--- config.mk ---
export PLATFORM = sky130hd
export DESIGN_NAME = serial_eeprom_bus_slave
export DESIGN_NICKNAME = d
export VERILOG_FILES = /design/src/eeprom_slave_pkg.sv /design/src/serial_eeprom_bus_slave.sv
export SDC_FILE = /design/constraint.sdc
export NUM_CORES = 1
export LEC_CHECK = 0
export BUFFER_PORTS_ARGS = -buffer_cell sky130_fd_sc_hd__buf_2
export CAP_MARGIN = 20
export CORE_ASPECT_RATIO = 0.8
export CORE_UTILIZATION = 35
export DETAILED_ROUTE_END_ITERATION = 12
export PLACE_DENSITY = 0.56
export SYNTH_ARGS = -nofsm -noshare
export SYNTH_HDL_FRONTEND = slang
export SYNTH_SLANG_ARGS = --single-unit
--- constraint.sdc ---
create_clock -name ref_clk -period 4.79 [get_ports ref_clk]
set_clock_uncertainty 0.05 [all_clocks]
set_input_delay 0.479 -clock ref_clk [delete_from_list [all_inputs] [get_ports ref_clk]]
set_output_delay 0.479 -clock ref_clk [all_outputs]
set_load 0.05 [all_outputs]
--- src/eeprom_slave_pkg.sv ---
// Constants, codes and carrier types for the two-wire memory slave front end.
// Assumes a 25 MHz ref_clk and that the bus pins are sampled, never used as clocks.
package eeprom_slave_pkg;

  localparam int CLK_PERIOD_NS = 40;
  localparam int GLITCH_STD_NS = 100;
  localparam int GLITCH_FP_NS = 50;
  localparam logic [2:0] FILTER_STD_CYCLES =
    3'((GLITCH_STD_NS + CLK_PERIOD_NS - 1) / CLK_PERIOD_NS);
  localparam logic [2:0] FILTER_FP_CYCLES =
    3'((GLITCH_FP_NS + CLK_PERIOD_NS - 1) / CLK_PERIOD_NS);
  localparam int PROG_TIME_MS = 5;
  localparam int PROG_CYCLES = PROG_TIME_MS * 1000000 / CLK_PERIOD_NS;
  localparam int POWERUP_MS = 1;
  localparam int POWERUP_CYCLES = POWERUP_MS * 1000000 / CLK_PERIOD_NS;
  localparam logic [3:0] SLAVE_FAMILY = 4'ha;
  localparam int PAGE_BYTES = 64;
  localparam int FIFO_DEPTH = 8;
  localparam logic [3:0] BITS_PER_BYTE = 4'h8;
  localparam logic [6:0] PIN_SYNC_RESET = 7'h03;

  typedef enum logic [1:0] {
    KIND_SLAVE = 2'h0,
    KIND_ADDR_HI = 2'h1,
    KIND_ADDR_LO = 2'h2,
    KIND_DATA = 2'h3
  } byte_kind_t;

  typedef enum logic [4:0] {
    S_IDLE = 5'h01,
    S_RX = 5'h02,
    S_ACK = 5'h04,
    S_TX = 5'h08,
    S_TXACK = 5'h10
  } bus_state_t;

  typedef struct packed {
    logic [13:0] addr;
    logic [7:0] data;
  } prog_word_t;

endpackage

--- src/serial_eeprom_bus_slave.sv ---
// Two-wire bus slave front end with page buffer and program-word stream.
// Assumes SCL and SDA pads resolve the wired-AND level and feed it back on scl_in/sda_in.
`timescale 1ns/10ps

module prog_fifo #(
  parameter int WIDTH = 22,
  parameter int DEPTH = 8
) (
  input wire logic ref_clk,
  input wire logic reset_n,
  input wire logic in_valid,
  output logic in_ready,
  input wire logic [WIDTH-1:0] in_data,
  output logic out_valid,
  input wire logic out_ready,
  output logic [WIDTH-1:0] out_data
);
  localparam int PW = $clog2(DEPTH);
  logic [WIDTH-1:0] mem [DEPTH];
  logic [PW-1:0] wr_ptr_reg, rd_ptr_reg;
  logic [PW:0] count_reg;
  wire push = in_valid && in_ready;
  wire pop = out_valid && out_ready;

  assign in_ready = count_reg != (PW+1)'(DEPTH);
  assign out_valid = count_reg != '0;
  assign out_data = mem[rd_ptr_reg];

  always_ff @(posedge ref_clk) begin
    if (push) begin
      mem[wr_ptr_reg] <= in_data;
    end
  end

  always_ff @(posedge ref_clk or negedge reset_n) begin
    if (!reset_n) begin
      wr_ptr_reg <= '0;
      rd_ptr_reg <= '0;
      count_reg <= '0;
    end else begin
      if (push) begin
        wr_ptr_reg <= (wr_ptr_reg == PW'(DEPTH - 1)) ? '0 : wr_ptr_reg + 1'b1;
      end
      if (pop) begin
        rd_ptr_reg <= (rd_ptr_reg == PW'(DEPTH - 1)) ? '0 : rd_ptr_reg + 1'b1;
      end
      count_reg <= count_reg + (PW+1)'(push) - (PW+1)'(pop);
    end
  end
endmodule

module serial_eeprom_bus_slave #(
  parameter int PROG_CYCLES = eeprom_slave_pkg::PROG_CYCLES,
  parameter int POWERUP_CYCLES = eeprom_slave_pkg::POWERUP_CYCLES,
  parameter int FIFO_DEPTH = eeprom_slave_pkg::FIFO_DEPTH
) (
  input wire logic ref_clk,
  input wire logic reset_n,
  input wire logic scl_in,
  input wire logic sda_in,
  output logic sda_out,
  output logic sda_oe,
  input wire logic chip_select_strap_0,
  input wire logic chip_select_strap_1,
  input wire logic chip_select_strap_2,
  input wire logic write_guard,
  input wire logic fast_plus_mode,
  output logic [13:0] mem_rd_addr,
  input wire logic [7:0] mem_rd_data,
  output logic prog_valid,
  input wire logic prog_ready,
  output eeprom_slave_pkg::prog_word_t prog_word,
  output logic busy
);
  logic [6:0] pin_s1_reg, pin_s2_reg;
  logic [1:0] filt;
  logic scl_p_reg, sda_p_reg;
  eeprom_slave_pkg::bus_state_t state_reg;
  eeprom_slave_pkg::byte_kind_t kind_reg;
  logic [3:0] bit_cnt_reg;
  logic [7:0] shift_reg, tx_reg;
  logic rw_reg, guard_reg, first_reg, sda_oe_reg;
  logic [13:0] addr_reg;
  logic [7:0] page_buf [eeprom_slave_pkg::PAGE_BYTES];
  logic [63:0] mask_reg;
  logic busy_reg, ready_reg;
  logic [31:0] prog_cnt_reg, pu_cnt_reg;
  logic [6:0] drain_idx_reg;
  logic [7:0] page_lat_reg;
  logic fifo_in_ready;

  // Both bus lines and all straps cross into ref_clk through two flops.
  wire [6:0] pins = {fast_plus_mode, write_guard, chip_select_strap_2,
                     chip_select_strap_1, chip_select_strap_0, sda_in, scl_in};
  always_ff @(posedge ref_clk or negedge reset_n) begin
    if (!reset_n) begin
      pin_s1_reg <= eeprom_slave_pkg::PIN_SYNC_RESET;
      pin_s2_reg <= eeprom_slave_pkg::PIN_SYNC_RESET;
    end else begin
      pin_s1_reg <= pins;
      pin_s2_reg <= pin_s1_reg;
    end
  end

  // A level must differ for the whole window before it is taken, so shorter
  // pulses vanish; the window costs that many cycles of latency.
  wire [2:0] filt_len = pin_s2_reg[6] ? eeprom_slave_pkg::FILTER_FP_CYCLES
                                      : eeprom_slave_pkg::FILTER_STD_CYCLES;
  genvar g;
  generate
    for (g = 0; g < 2; g++) begin : line_filter
      logic level_reg;
      logic [2:0] cnt_reg;
      always_ff @(posedge ref_clk or negedge reset_n) begin
        if (!reset_n) begin
          level_reg <= 1'b1;
          cnt_reg <= '0;
        end else if (pin_s2_reg[g] == level_reg) begin
          cnt_reg <= '0;
        end else if (cnt_reg == filt_len - 3'h1) begin
          level_reg <= pin_s2_reg[g];
          cnt_reg <= '0;
        end else begin
          cnt_reg <= cnt_reg + 3'h1;
        end
      end
      assign filt[g] = level_reg;
    end
  endgenerate

  wire scl_f = filt[0];
  wire sda_f = filt[1];
  always_ff @(posedge ref_clk or negedge reset_n) begin
    if (!reset_n) begin
      scl_p_reg <= 1'b1;
      sda_p_reg <= 1'b1;
    end else begin
      scl_p_reg <= scl_f;
      sda_p_reg <= sda_f;
    end
  end

  // An SDA rise while SCL stays high is a stop, and a fall is a start once ready_reg is set; never data.
  wire start_ev = scl_f && scl_p_reg && sda_p_reg && !sda_f && ready_reg;
  wire stop_ev = scl_f && scl_p_reg && !sda_p_reg && sda_f;
  wire rise_ev = scl_f && !scl_p_reg;
  wire fall_ev = !scl_f && scl_p_reg;

  wire [2:0] straps = pin_s2_reg[4:2];
  // Straps are pulled low at the pads, so open pins match address zero.
  wire addr_match = shift_reg[7:4] == eeprom_slave_pkg::SLAVE_FAMILY &&
                    shift_reg[3:1] == straps;
  wire byte_done = state_reg == eeprom_slave_pkg::S_RX && fall_ev &&
                   bit_cnt_reg == eeprom_slave_pkg::BITS_PER_BYTE;
  wire is_slave = kind_reg == eeprom_slave_pkg::KIND_SLAVE;
  wire is_data = kind_reg == eeprom_slave_pkg::KIND_DATA;
  // Address polling sees no acknowledge until programming ends.
  wire ack_ok = is_slave ? (addr_match && !busy_reg) :
                is_data ? (!guard_reg && !rw_reg) : 1'b1;
  wire buf_wr = byte_done && is_data && ack_ok;
  wire launch = stop_ev && (|mask_reg) && !busy_reg;
  wire [5:0] drain_idx = drain_idx_reg[5:0];
  wire drain_done = drain_idx_reg[6];
  wire drain_push = busy_reg && !drain_done && mask_reg[drain_idx] && fifo_in_ready;
  wire prog_over = prog_cnt_reg >= 32'(PROG_CYCLES - 1);

  always_ff @(posedge ref_clk or negedge reset_n) begin
    if (!reset_n) begin
      state_reg <= eeprom_slave_pkg::S_IDLE;
      kind_reg <= eeprom_slave_pkg::KIND_SLAVE;
      bit_cnt_reg <= '0;
      shift_reg <= '0;
      tx_reg <= '0;
      rw_reg <= 1'b0;
      guard_reg <= 1'b0;
      first_reg <= 1'b0;
      sda_oe_reg <= 1'b0;
      addr_reg <= '0;
    end else if (stop_ev) begin
      state_reg <= eeprom_slave_pkg::S_IDLE;
      sda_oe_reg <= 1'b0;
    end else if (start_ev && !busy_reg) begin
      state_reg <= eeprom_slave_pkg::S_RX;
      kind_reg <= eeprom_slave_pkg::KIND_SLAVE;
      bit_cnt_reg <= '0;
      sda_oe_reg <= 1'b0;
    end else begin
      unique case (state_reg)
        eeprom_slave_pkg::S_IDLE: begin
          sda_oe_reg <= 1'b0;
        end
        eeprom_slave_pkg::S_RX: begin
          if (rise_ev) begin
            shift_reg <= {shift_reg[6:0], sda_f};
            bit_cnt_reg <= bit_cnt_reg + 4'h1;
          end else if (byte_done && !ack_ok) begin
            state_reg <= eeprom_slave_pkg::S_IDLE;
          end else if (byte_done) begin
            sda_oe_reg <= 1'b1;
            state_reg <= eeprom_slave_pkg::S_ACK;
            unique case (kind_reg)
              eeprom_slave_pkg::KIND_SLAVE: begin
                rw_reg <= shift_reg[0];
                kind_reg <= eeprom_slave_pkg::KIND_ADDR_HI;
              end
              eeprom_slave_pkg::KIND_ADDR_HI: begin
                addr_reg[13:8] <= shift_reg[5:0];
                kind_reg <= eeprom_slave_pkg::KIND_ADDR_LO;
              end
              eeprom_slave_pkg::KIND_ADDR_LO: begin
                addr_reg[7:0] <= shift_reg;
                kind_reg <= eeprom_slave_pkg::KIND_DATA;
                first_reg <= 1'b1;
              end
              eeprom_slave_pkg::KIND_DATA: begin
                addr_reg[5:0] <= addr_reg[5:0] + 6'h1;
              end
            endcase
          end
        end
        eeprom_slave_pkg::S_ACK: begin
          if (fall_ev) begin
            bit_cnt_reg <= '0;
            if (first_reg) begin
              guard_reg <= pin_s2_reg[5];
              first_reg <= 1'b0;
            end
            if (rw_reg) begin
              tx_reg <= mem_rd_data;
              sda_oe_reg <= !mem_rd_data[7];
              state_reg <= eeprom_slave_pkg::S_TX;
            end else begin
              sda_oe_reg <= 1'b0;
              state_reg <= eeprom_slave_pkg::S_RX;
            end
          end
        end
        eeprom_slave_pkg::S_TX: begin
          if (rise_ev) begin
            bit_cnt_reg <= bit_cnt_reg + 4'h1;
          end else if (fall_ev && bit_cnt_reg == eeprom_slave_pkg::BITS_PER_BYTE) begin
            sda_oe_reg <= 1'b0;
            state_reg <= eeprom_slave_pkg::S_TXACK;
          end else if (fall_ev) begin
            sda_oe_reg <= !tx_reg[6];
            tx_reg <= {tx_reg[6:0], 1'b0};
          end
        end
        eeprom_slave_pkg::S_TXACK: begin
          if (rise_ev) begin
            addr_reg <= addr_reg + 14'h1;
            // A released line is a no-ack: the master is done with this read.
            state_reg <= sda_f ? eeprom_slave_pkg::S_IDLE : eeprom_slave_pkg::S_ACK;
          end
        end
      endcase
    end
  end

  always_ff @(posedge ref_clk) begin
    if (buf_wr) begin
      page_buf[addr_reg[5:0]] <= shift_reg;
    end
  end

  // The mask marks bytes of the current sequence only; any start taken while not busy wipes it,
  // so an abandoned sequence never reaches the array.
  always_ff @(posedge ref_clk or negedge reset_n) begin
    if (!reset_n) begin
      mask_reg <= '0;
    end else if (start_ev && !busy_reg) begin
      mask_reg <= '0;
    end else if (buf_wr) begin
      mask_reg[addr_reg[5:0]] <= 1'b1;
    end else if (drain_push) begin
      mask_reg[drain_idx] <= 1'b0;
    end
  end

  // Busy lasts the program time, stretched only if the sink stalls the drain.
  always_ff @(posedge ref_clk or negedge reset_n) begin
    if (!reset_n) begin
      busy_reg <= 1'b0;
      prog_cnt_reg <= '0;
      drain_idx_reg <= '0;
      page_lat_reg <= '0;
    end else if (launch) begin
      busy_reg <= 1'b1;
      prog_cnt_reg <= '0;
      drain_idx_reg <= '0;
      page_lat_reg <= addr_reg[13:6];
    end else if (busy_reg) begin
      if (!prog_over) begin
        prog_cnt_reg <= prog_cnt_reg + 32'h1;
      end
      if (!drain_done && (!mask_reg[drain_idx] || fifo_in_ready)) begin
        drain_idx_reg <= drain_idx_reg + 7'h1;
      end
      if (prog_over && drain_done) begin
        busy_reg <= 1'b0;
      end
    end
  end

  always_ff @(posedge ref_clk or negedge reset_n) begin
    if (!reset_n) begin
      pu_cnt_reg <= '0;
      ready_reg <= 1'b0;
    end else if (pu_cnt_reg >= 32'(POWERUP_CYCLES - 1)) begin
      ready_reg <= 1'b1;
    end else begin
      pu_cnt_reg <= pu_cnt_reg + 32'h1;
    end
  end

  eeprom_slave_pkg::prog_word_t push_word;
  assign push_word = '{addr: {page_lat_reg, drain_idx}, data: page_buf[drain_idx]};

  prog_fifo #(
    .WIDTH($bits(eeprom_slave_pkg::prog_word_t)),
    .DEPTH(FIFO_DEPTH)
  ) u_fifo (
    .ref_clk(ref_clk),
    .reset_n(reset_n),
    .in_valid(busy_reg && !drain_done && mask_reg[drain_idx]),
    .in_ready(fifo_in_ready),
    .in_data(push_word),
    .out_valid(prog_valid),
    .out_ready(prog_ready),
    .out_data(prog_word)
  );

  assign sda_out = 1'b0;
  assign sda_oe = sda_oe_reg;
  assign mem_rd_addr = addr_reg;
  assign busy = busy_reg;

  AST_IDLE_NEEDS_START: assert property (@(posedge ref_clk) disable iff (!reset_n)
    state_reg == eeprom_slave_pkg::S_IDLE && !start_ev |=> state_reg == eeprom_slave_pkg::S_IDLE)
    else $error("left idle without a start");
  AST_STOP_ENDS: assert property (@(posedge ref_clk) disable iff (!reset_n)
    stop_ev |=> state_reg == eeprom_slave_pkg::S_IDLE && !sda_oe_reg)
    else $error("stop did not end the transfer");
  AST_DRIVE_ON_LOW: assert property (@(posedge ref_clk) disable iff (!reset_n)
    $rose(sda_oe_reg) |-> !scl_f)
    else $error("sda driven while scl high");
  AST_MATCH_ACK: assert property (@(posedge ref_clk) disable iff (!reset_n)
    byte_done && is_slave && !(addr_match && !busy_reg) |=> !sda_oe_reg)
    else $error("foreign address acknowledged");
  AST_ACK_NINTH: assert property (@(posedge ref_clk) disable iff (!reset_n)
    byte_done && ack_ok |=> sda_oe_reg && state_reg == eeprom_slave_pkg::S_ACK)
    else $error("no acknowledge on ninth clock");
  AST_BUSY_SILENT: assert property (@(posedge ref_clk) disable iff (!reset_n)
    busy_reg && state_reg == eeprom_slave_pkg::S_IDLE |=> !sda_oe_reg)
    else $error("sda driven during program cycle");
  AST_GUARD_NACK: assert property (@(posedge ref_clk) disable iff (!reset_n)
    byte_done && is_data && guard_reg |=> !sda_oe_reg ##0 mask_reg == $past(mask_reg))
    else $error("guarded write accepted");
  AST_PAGE_WRAP: assert property (@(posedge ref_clk) disable iff (!reset_n)
    buf_wr |=> addr_reg[13:6] == $past(addr_reg[13:6]) &&
      addr_reg[5:0] == $past(addr_reg[5:0]) + 6'h1)
    else $error("page index did not wrap in page");
  AST_LAUNCH: assert property (@(posedge ref_clk) disable iff (!reset_n)
    launch |=> busy_reg [*8])
    else $error("program cycle not held");
  AST_NOT_READY: assert property (@(posedge ref_clk) disable iff (!reset_n)
    !ready_reg |-> state_reg == eeprom_slave_pkg::S_IDLE)
    else $error("command taken before power-up delay");

  COV_DATA_WRITE: cover property (@(posedge ref_clk) disable iff (!reset_n) buf_wr);
  COV_PROGRAM: cover property (@(posedge ref_clk) disable iff (!reset_n) $fell(busy_reg));
  COV_READ_BYTE: cover property (@(posedge ref_clk) disable iff (!reset_n)
    state_reg == eeprom_slave_pkg::S_TXACK && rise_ev && !sda_f);
endmodule

**After elaboration in Yosys (flattened, before gate mapping)**

Memory sizes are Yosys's and may differ from the RTL's.
Index checks and enable logic that the tools add are counted.

- RAM bits: 688
- Bits of input ports: 18
- Output and inout port bits: 40
- Register bits after elaboration: 223
- Memories: 2
- Logic and storage cells: 261

- $add $sub $neg: 13
- Bitwise gates (word level): 9
- Equal/unequal tests: 44
- $lt $le $gt $ge: 6
- Reductions and logical operators: 73
- Muxes and demuxes: 84

Memories:

| name | depth | bits a word | rd ports | clocked after memory_dff | wr ports | line | RTL |
|---|---|---|---|---|---|---|---|
| page_buf | 64 | 8 | 1 | 0 | 1 | serial_eeprom_bus_slave.sv:84 | `logic [7:0] page_buf [eeprom_slave_pkg::PAGE_BYTES];` |
| u_fifo.mem | 8 | 22 | 1 | 0 | 1 | serial_eeprom_bus_slave.sv:19 | `logic [WIDTH-1:0] mem [DEPTH];` |

Operators by type and width:

| kind | count |
|---|---|
| $mux 64 | 3 |
| $mux 32 | 3 |
| $add 32x1->32 const B | 2 |
| $and 64x64->64 | 1 |
| $not 64->64 | 1 |
| $or 64x64->64 | 1 |
| $reduce_or 64->1 | 1 |
| $mux 14 | 4 |
| $mux 7 | 8 |
| $mux 5 | 9 |
| $reduce_and 8->1 | 5 |
| $ge 32x15->1 const B | 1 |
| $ge 32x17->1 const B | 1 |
| $logic_and 1x1->1 | 28 |
| $mux 1 | 28 |
| $pmux 14 s2 | 1 |
| $mux 3 | 7 |
| $reduce_and 7->1 | 3 |
| $ne 2x2->1 const B | 10 |
| $ne 4x4->1 const B | 5 |
| $pmux 5 s4 | 1 |
| $mux 4 | 4 |
| $add 14x1->14 const B | 1 |
| $lt 6x7->1 const B | 2 |
| other kinds (49) | 99 |

**Depth between registers and ports, before layout**

- Depth in word-level cells: 11
- Mapped depth: 14
- Gate-level depth less buffers: 11

**Cells and area by module**

From an unflattened synthesis, not the netlist that was laid out.

- Cells, all modules: 2332
- Area total of the unflattened synthesis: 36433.7 um2

Modules (own cells, without submodules):

| module | cells each | seq. area each (um2) | area each (um2) | times used |
|---|---|---|---|---|
| serial_eeprom_bus_slave | 2022 | 20716.1 | 29101.7 | 1 |
| prog_fifo | 310 | 5535.3 | 7332.0 | 1 |

**Worst setup path after synthesis**

No wires, ideal clock.

- Path kind: register to register
- Start: register drain_idx_reg[1]
- End: memory u_fifo.mem[7][0] (enable)
- Stages on the path, launching flop included: 11
- Setup slack: 38 ps
- Arrival: 4237 ps
- Required time: 4275 ps
- Period minus slack after synthesis: 4752 ps
- Setup time: 465 ps
- Buffers on the path: 4
- Cells stage by stage: dfrtp_1 > buf_4 > and3b_1 > clkbuf_1 > buf_2 > a22o_1 > nor3_1 > o21ai_1 > nor4_4 > buf_6 > nor4b_1

- Word-level cells in the longest chain between the ends: 6

RTL lines:

| item | line | RTL |
|---|---|---|
| start: declaration | serial_eeprom_bus_slave.sv:88 | `logic [6:0] drain_idx_reg;` |
| start signal: assignment | serial_eeprom_bus_slave.sv:297 | `drain_idx_reg <= drain_idx_reg + 7'h1;` |
| $bmux 1 s6 | serial_eeprom_bus_slave.sv:325 | `.in_valid(busy_reg && !drain_done && mask_reg[drain_idx]),` |
| $mux 1 (not written as such) | serial_eeprom_bus_slave.sv:325 |  |
| $logic_and 1x1->1 | serial_eeprom_bus_slave.sv:325 |  |
| $logic_and 1x1->1 | serial_eeprom_bus_slave.sv:22 | `wire push = in_valid && in_ready;` |
| $mux 1 | serial_eeprom_bus_slave.sv:30 | `if (push) begin` |
| $mux 1 (not written as such) | serial_eeprom_bus_slave.sv:31 | `mem[wr_ptr_reg] <= in_data;` |
| end: declaration | serial_eeprom_bus_slave.sv:19 |  |

Every way passes these cells. The select of a mux whose other input is x is not followed.

==> flow_metrics.py <==
metrics = {
    "status": {
        "status": "completed",
    },
    "global_route": {
        "grt_overflow": 0,
        "grt_antenna_before_repair": 4,
        "grt_pass1_vias": 22040,
        "grt_first_pass_wirelength_mm": 147,
        "grt_max_degree": 144,
        "grtUsageTotal_pct": 18.7,
    },
    "worst_setup_path": {
        "critPathLaunchType": "flop",
        "critPathMaxStageDelay_ns": 0.74,
        "cp_top_family": "compound AO/OA/AOI/OAI gates",
        "path_class": "flop to flop",
        "crit_cells": 7,
        "worstPathArrival_ns": 4.36,
        "end_kind": "flop",
        "path_cells": "and3b_2 -> buf_4 -> a22o_1 -> a221oi_1 -> a31oi_1 -> o21ai_0 -> nand4_1",
        "cp_slowest_cell": "dfrtp_1",
        "worst-path-buf-inv": 1,
        "crit_fanout": 63,
        "reg2reg_depth": 7,
        "crit_required_ns": 4.96,
    },
    "timing": {
        "rsz0062_at_grt": "false",
        "worstMarginPinSlew_ns": 1.08,
        "setup_viol": 0,
        "slew_violations": 0,
        "finalHoldViolations": 0,
        "slew_headroom_pct": 27.8,
        "min_period_over_period_pct": 87.6,
        "max_freq_ghz": 0.238,
        "period_needed_ns": 4.19,
        "fin_tns_setup_ns": 0,
    },
    "floorplanning": {
        "initial_utilization_pct": 35.4,
        "die_h_um": 290,
        "row_count": 105,
        "core_sq_mm": 0.103,
        "io_pins": 58,
        "die_area_sq_mm": 0.105,
        "die_w_um": 362,
    },
    "cells_and_area": {
        "final_nets": 2436,
        "fillCellCount": 9343,
        "final_common_cell": "edfxtp_1",
        "stdcell_count": 3864,
        "largest_reg_flops": 512,
        "area_delta_synth_final_pct": 14.2,
        "drive_gt1_share_pct": 17.1,
        "mostFrequentLayoutCells": "edfxtp_1, a22oi_1, dfrtp_1",
    },
    "pwr": {
        "max-vdd-ir-drop_mv": 0.329,
        "p_int_w": 0.0137,
        "p_comb_share_pct": 9.5,
        "netSwitchingFraction_pct": 25.3,
        "power_density_mw_per_mm2": 443,
        "power_frac_clock_pct": 39.8,
        "p_sw_w": 0.00465,
        "leakage_nw": 14.1,
        "pwr-share-seq_pct": 50.7,
    },
    "place": {
        "dpl.hpwl_mm": 59.8,
        "io_buffer_count": 56,
        "finalWeightedCongestion": 0.918,
        "dp_cells": 3682,
    },
    "yosys": {
        "syn-num-nets": 2382,
        "synth_flop_cell": "edfxtp_1",
        "synth_enable_flop_cells": 688,
        "yosys_warnings": 0,
        "synthArstFlopShare_pct": 24.5,
        "synth_seq_cells": 911,
        "yosysSeqAreaShare_pct": 72.2,
        "ys_types": 75,
        "synth_area_sq_mm": 0.0363,
        "synthCells": 2341,
        "syn_avg_cell_area_sq_um": 15.5,
    },
    "min_path": {
        "hp-class": "input pin to flop",
        "min_path_cells": 3,
    },
    "routing": {
        "ant_nets": 0,
        "wl_mm": 98.9,
        "wl_per_cell_um": 25.6,
        "drtIter0Drc": 2708,
        "vias_per_cell": 5.72,
        "drc_errors": 0,
        "dr.pass1.iters": 6,
        "num_vias": 22119,
    },
    "clock_tree": {
        "cts-hold-fix-buffers": 9,
        "tritoncts": "done",
        "cts_resized": 0,
        "clk-insertion-delay-late_ns": 0.69,
        "postCtsSetupBuffers": 0,
        "cts.path.max_buffers": 3,
        "htreeDepth": 3,
        "path_clk_slew_ns": 0.06,
        "cts_sinks": 911,
        "tritoncts.num_buffers": 92,
        "cts_root_buf": "clkbuf_16",
    },
    "run": {
        "drv_cap": 0,
    },
}
-- path summary, 6_finish.rpt --
check                                   endpoint             start  slack, ns
min in group asynchronous       prog_cnt_reg[14]           reset_n       0.48
worst max register to register  u_fifo.mem[5][4]  drain_idx_reg[1]       0.60
max in group asynchronous           shift_reg[0]           reset_n       2.95
worst max-delay path            u_fifo.mem[5][4]  drain_idx_reg[1]       0.60
worst min-delay path                   tx_reg[4]    mem_rd_data[4]       0.04
worst min register to register     pin_s2_reg[6]     pin_s1_reg[6]       0.30
-- cell families after synthesis --
| group | Yosys count | synth area share, % |
|---|---|---|
| xor+xnor | 35 | 0.843 |
| compound gates | 583 | 11.8 |
| simple gates | 460 | 6.84 |
| fa+ha+maj | 23 | 0.812 |
| other cells | 1 | 0.0103 |
| flops | 911 | 72.2 |
| mux | 127 | 5.21 |
| buf+inv | 201 | 2.29 |
-- worst reg2reg max path: stages (launching register included) --
cell	delay, ns
dfrtp_1	0.74
and3b_2	0.44
buf_4	0.43
a22o_1	0.40
a221oi_1	0.53
a31oi_1	0.27
o21ai_0	0.36
nand4_1	0.51
-- cell usage after synthesis (all sizes together) (9+ instances only) --
library cell,n,area (sq um)
xnor2,9,78.8
a31oi,27,175
xor2,26,228
nand2b,13,81.3
a21oi,54,270
nand4,58,363
nor3,19,95.1
nor2b,21,131
nand2,63,236
nand3,32,160
mux2,55,623
and3,22,138
nor2,142,568
mux2i,28,280
edfxtp,688,20700
dfstp,9,236
and3b,9,78.8
a41oi,68,603
nor4,30,209
a221oi,33,289
a22o,46,403
mux4,44,991
o22ai,11,68.8
ha,22,275
buf,53,277
inv,25,93.8
nor3b,10,101
o21ai,55,279
dfrtp,214,5360
a22oi,263,1970
nand3b,10,75.1
clkbuf,123,462
-- metrics by stage --
step           power [W]  cell area (sq um)  utilization, %  setup WS, ns  hold WS, ns
6_report          0.0184              41500            40.4         0.596       0.0428
3_3_place_gp      0.0112              38300            37.3         0.825        0.284
4_1_cts           0.0185              41500            40.4         0.777      0.00851
3_5_place_dp      0.0112              38300            37.3         0.797        0.285
5_1_grt           0.0190              41500            40.4         0.352       0.0372
2_1_floorplan     0.0105              36300               -        0.0377        0.133
-- routing by layer --
metal / share of wire, % / GRT usage, %
met1: 44 / 27.7
met5: 0.034 / 0
met3: 9.5 / 5.20
met4: 2.1 / 4.64
met2: 44 / 27.2
-- power by group through the flow --
stage	sequential, W	combinational (W)	clock, W
global route	0.00935	0.00190	0.00777
CTS	0.00931	0.00176	0.00747
finish	0.00931	0.00174	0.00732
detailed placement	0.00948	0.00175	0
floorplan	0.00942	0.00111	0
global placement	0.00946	0.00170	0
-- area by class of cell --
cell class	instances	area, sq um	area share [%]
repair buffers	136	948	2.29
clock inverters	48	598	1.44
well taps	1391	1740	4.19
diodes	2	5.00	0.0121
multi-input cells	1229	9350	22.5
flip-flops and latches	911	26300	63.3
inverters	25	93.8	0.226
clock buffers	122	2510	6.04
Power figures use the tool's default switching activity.
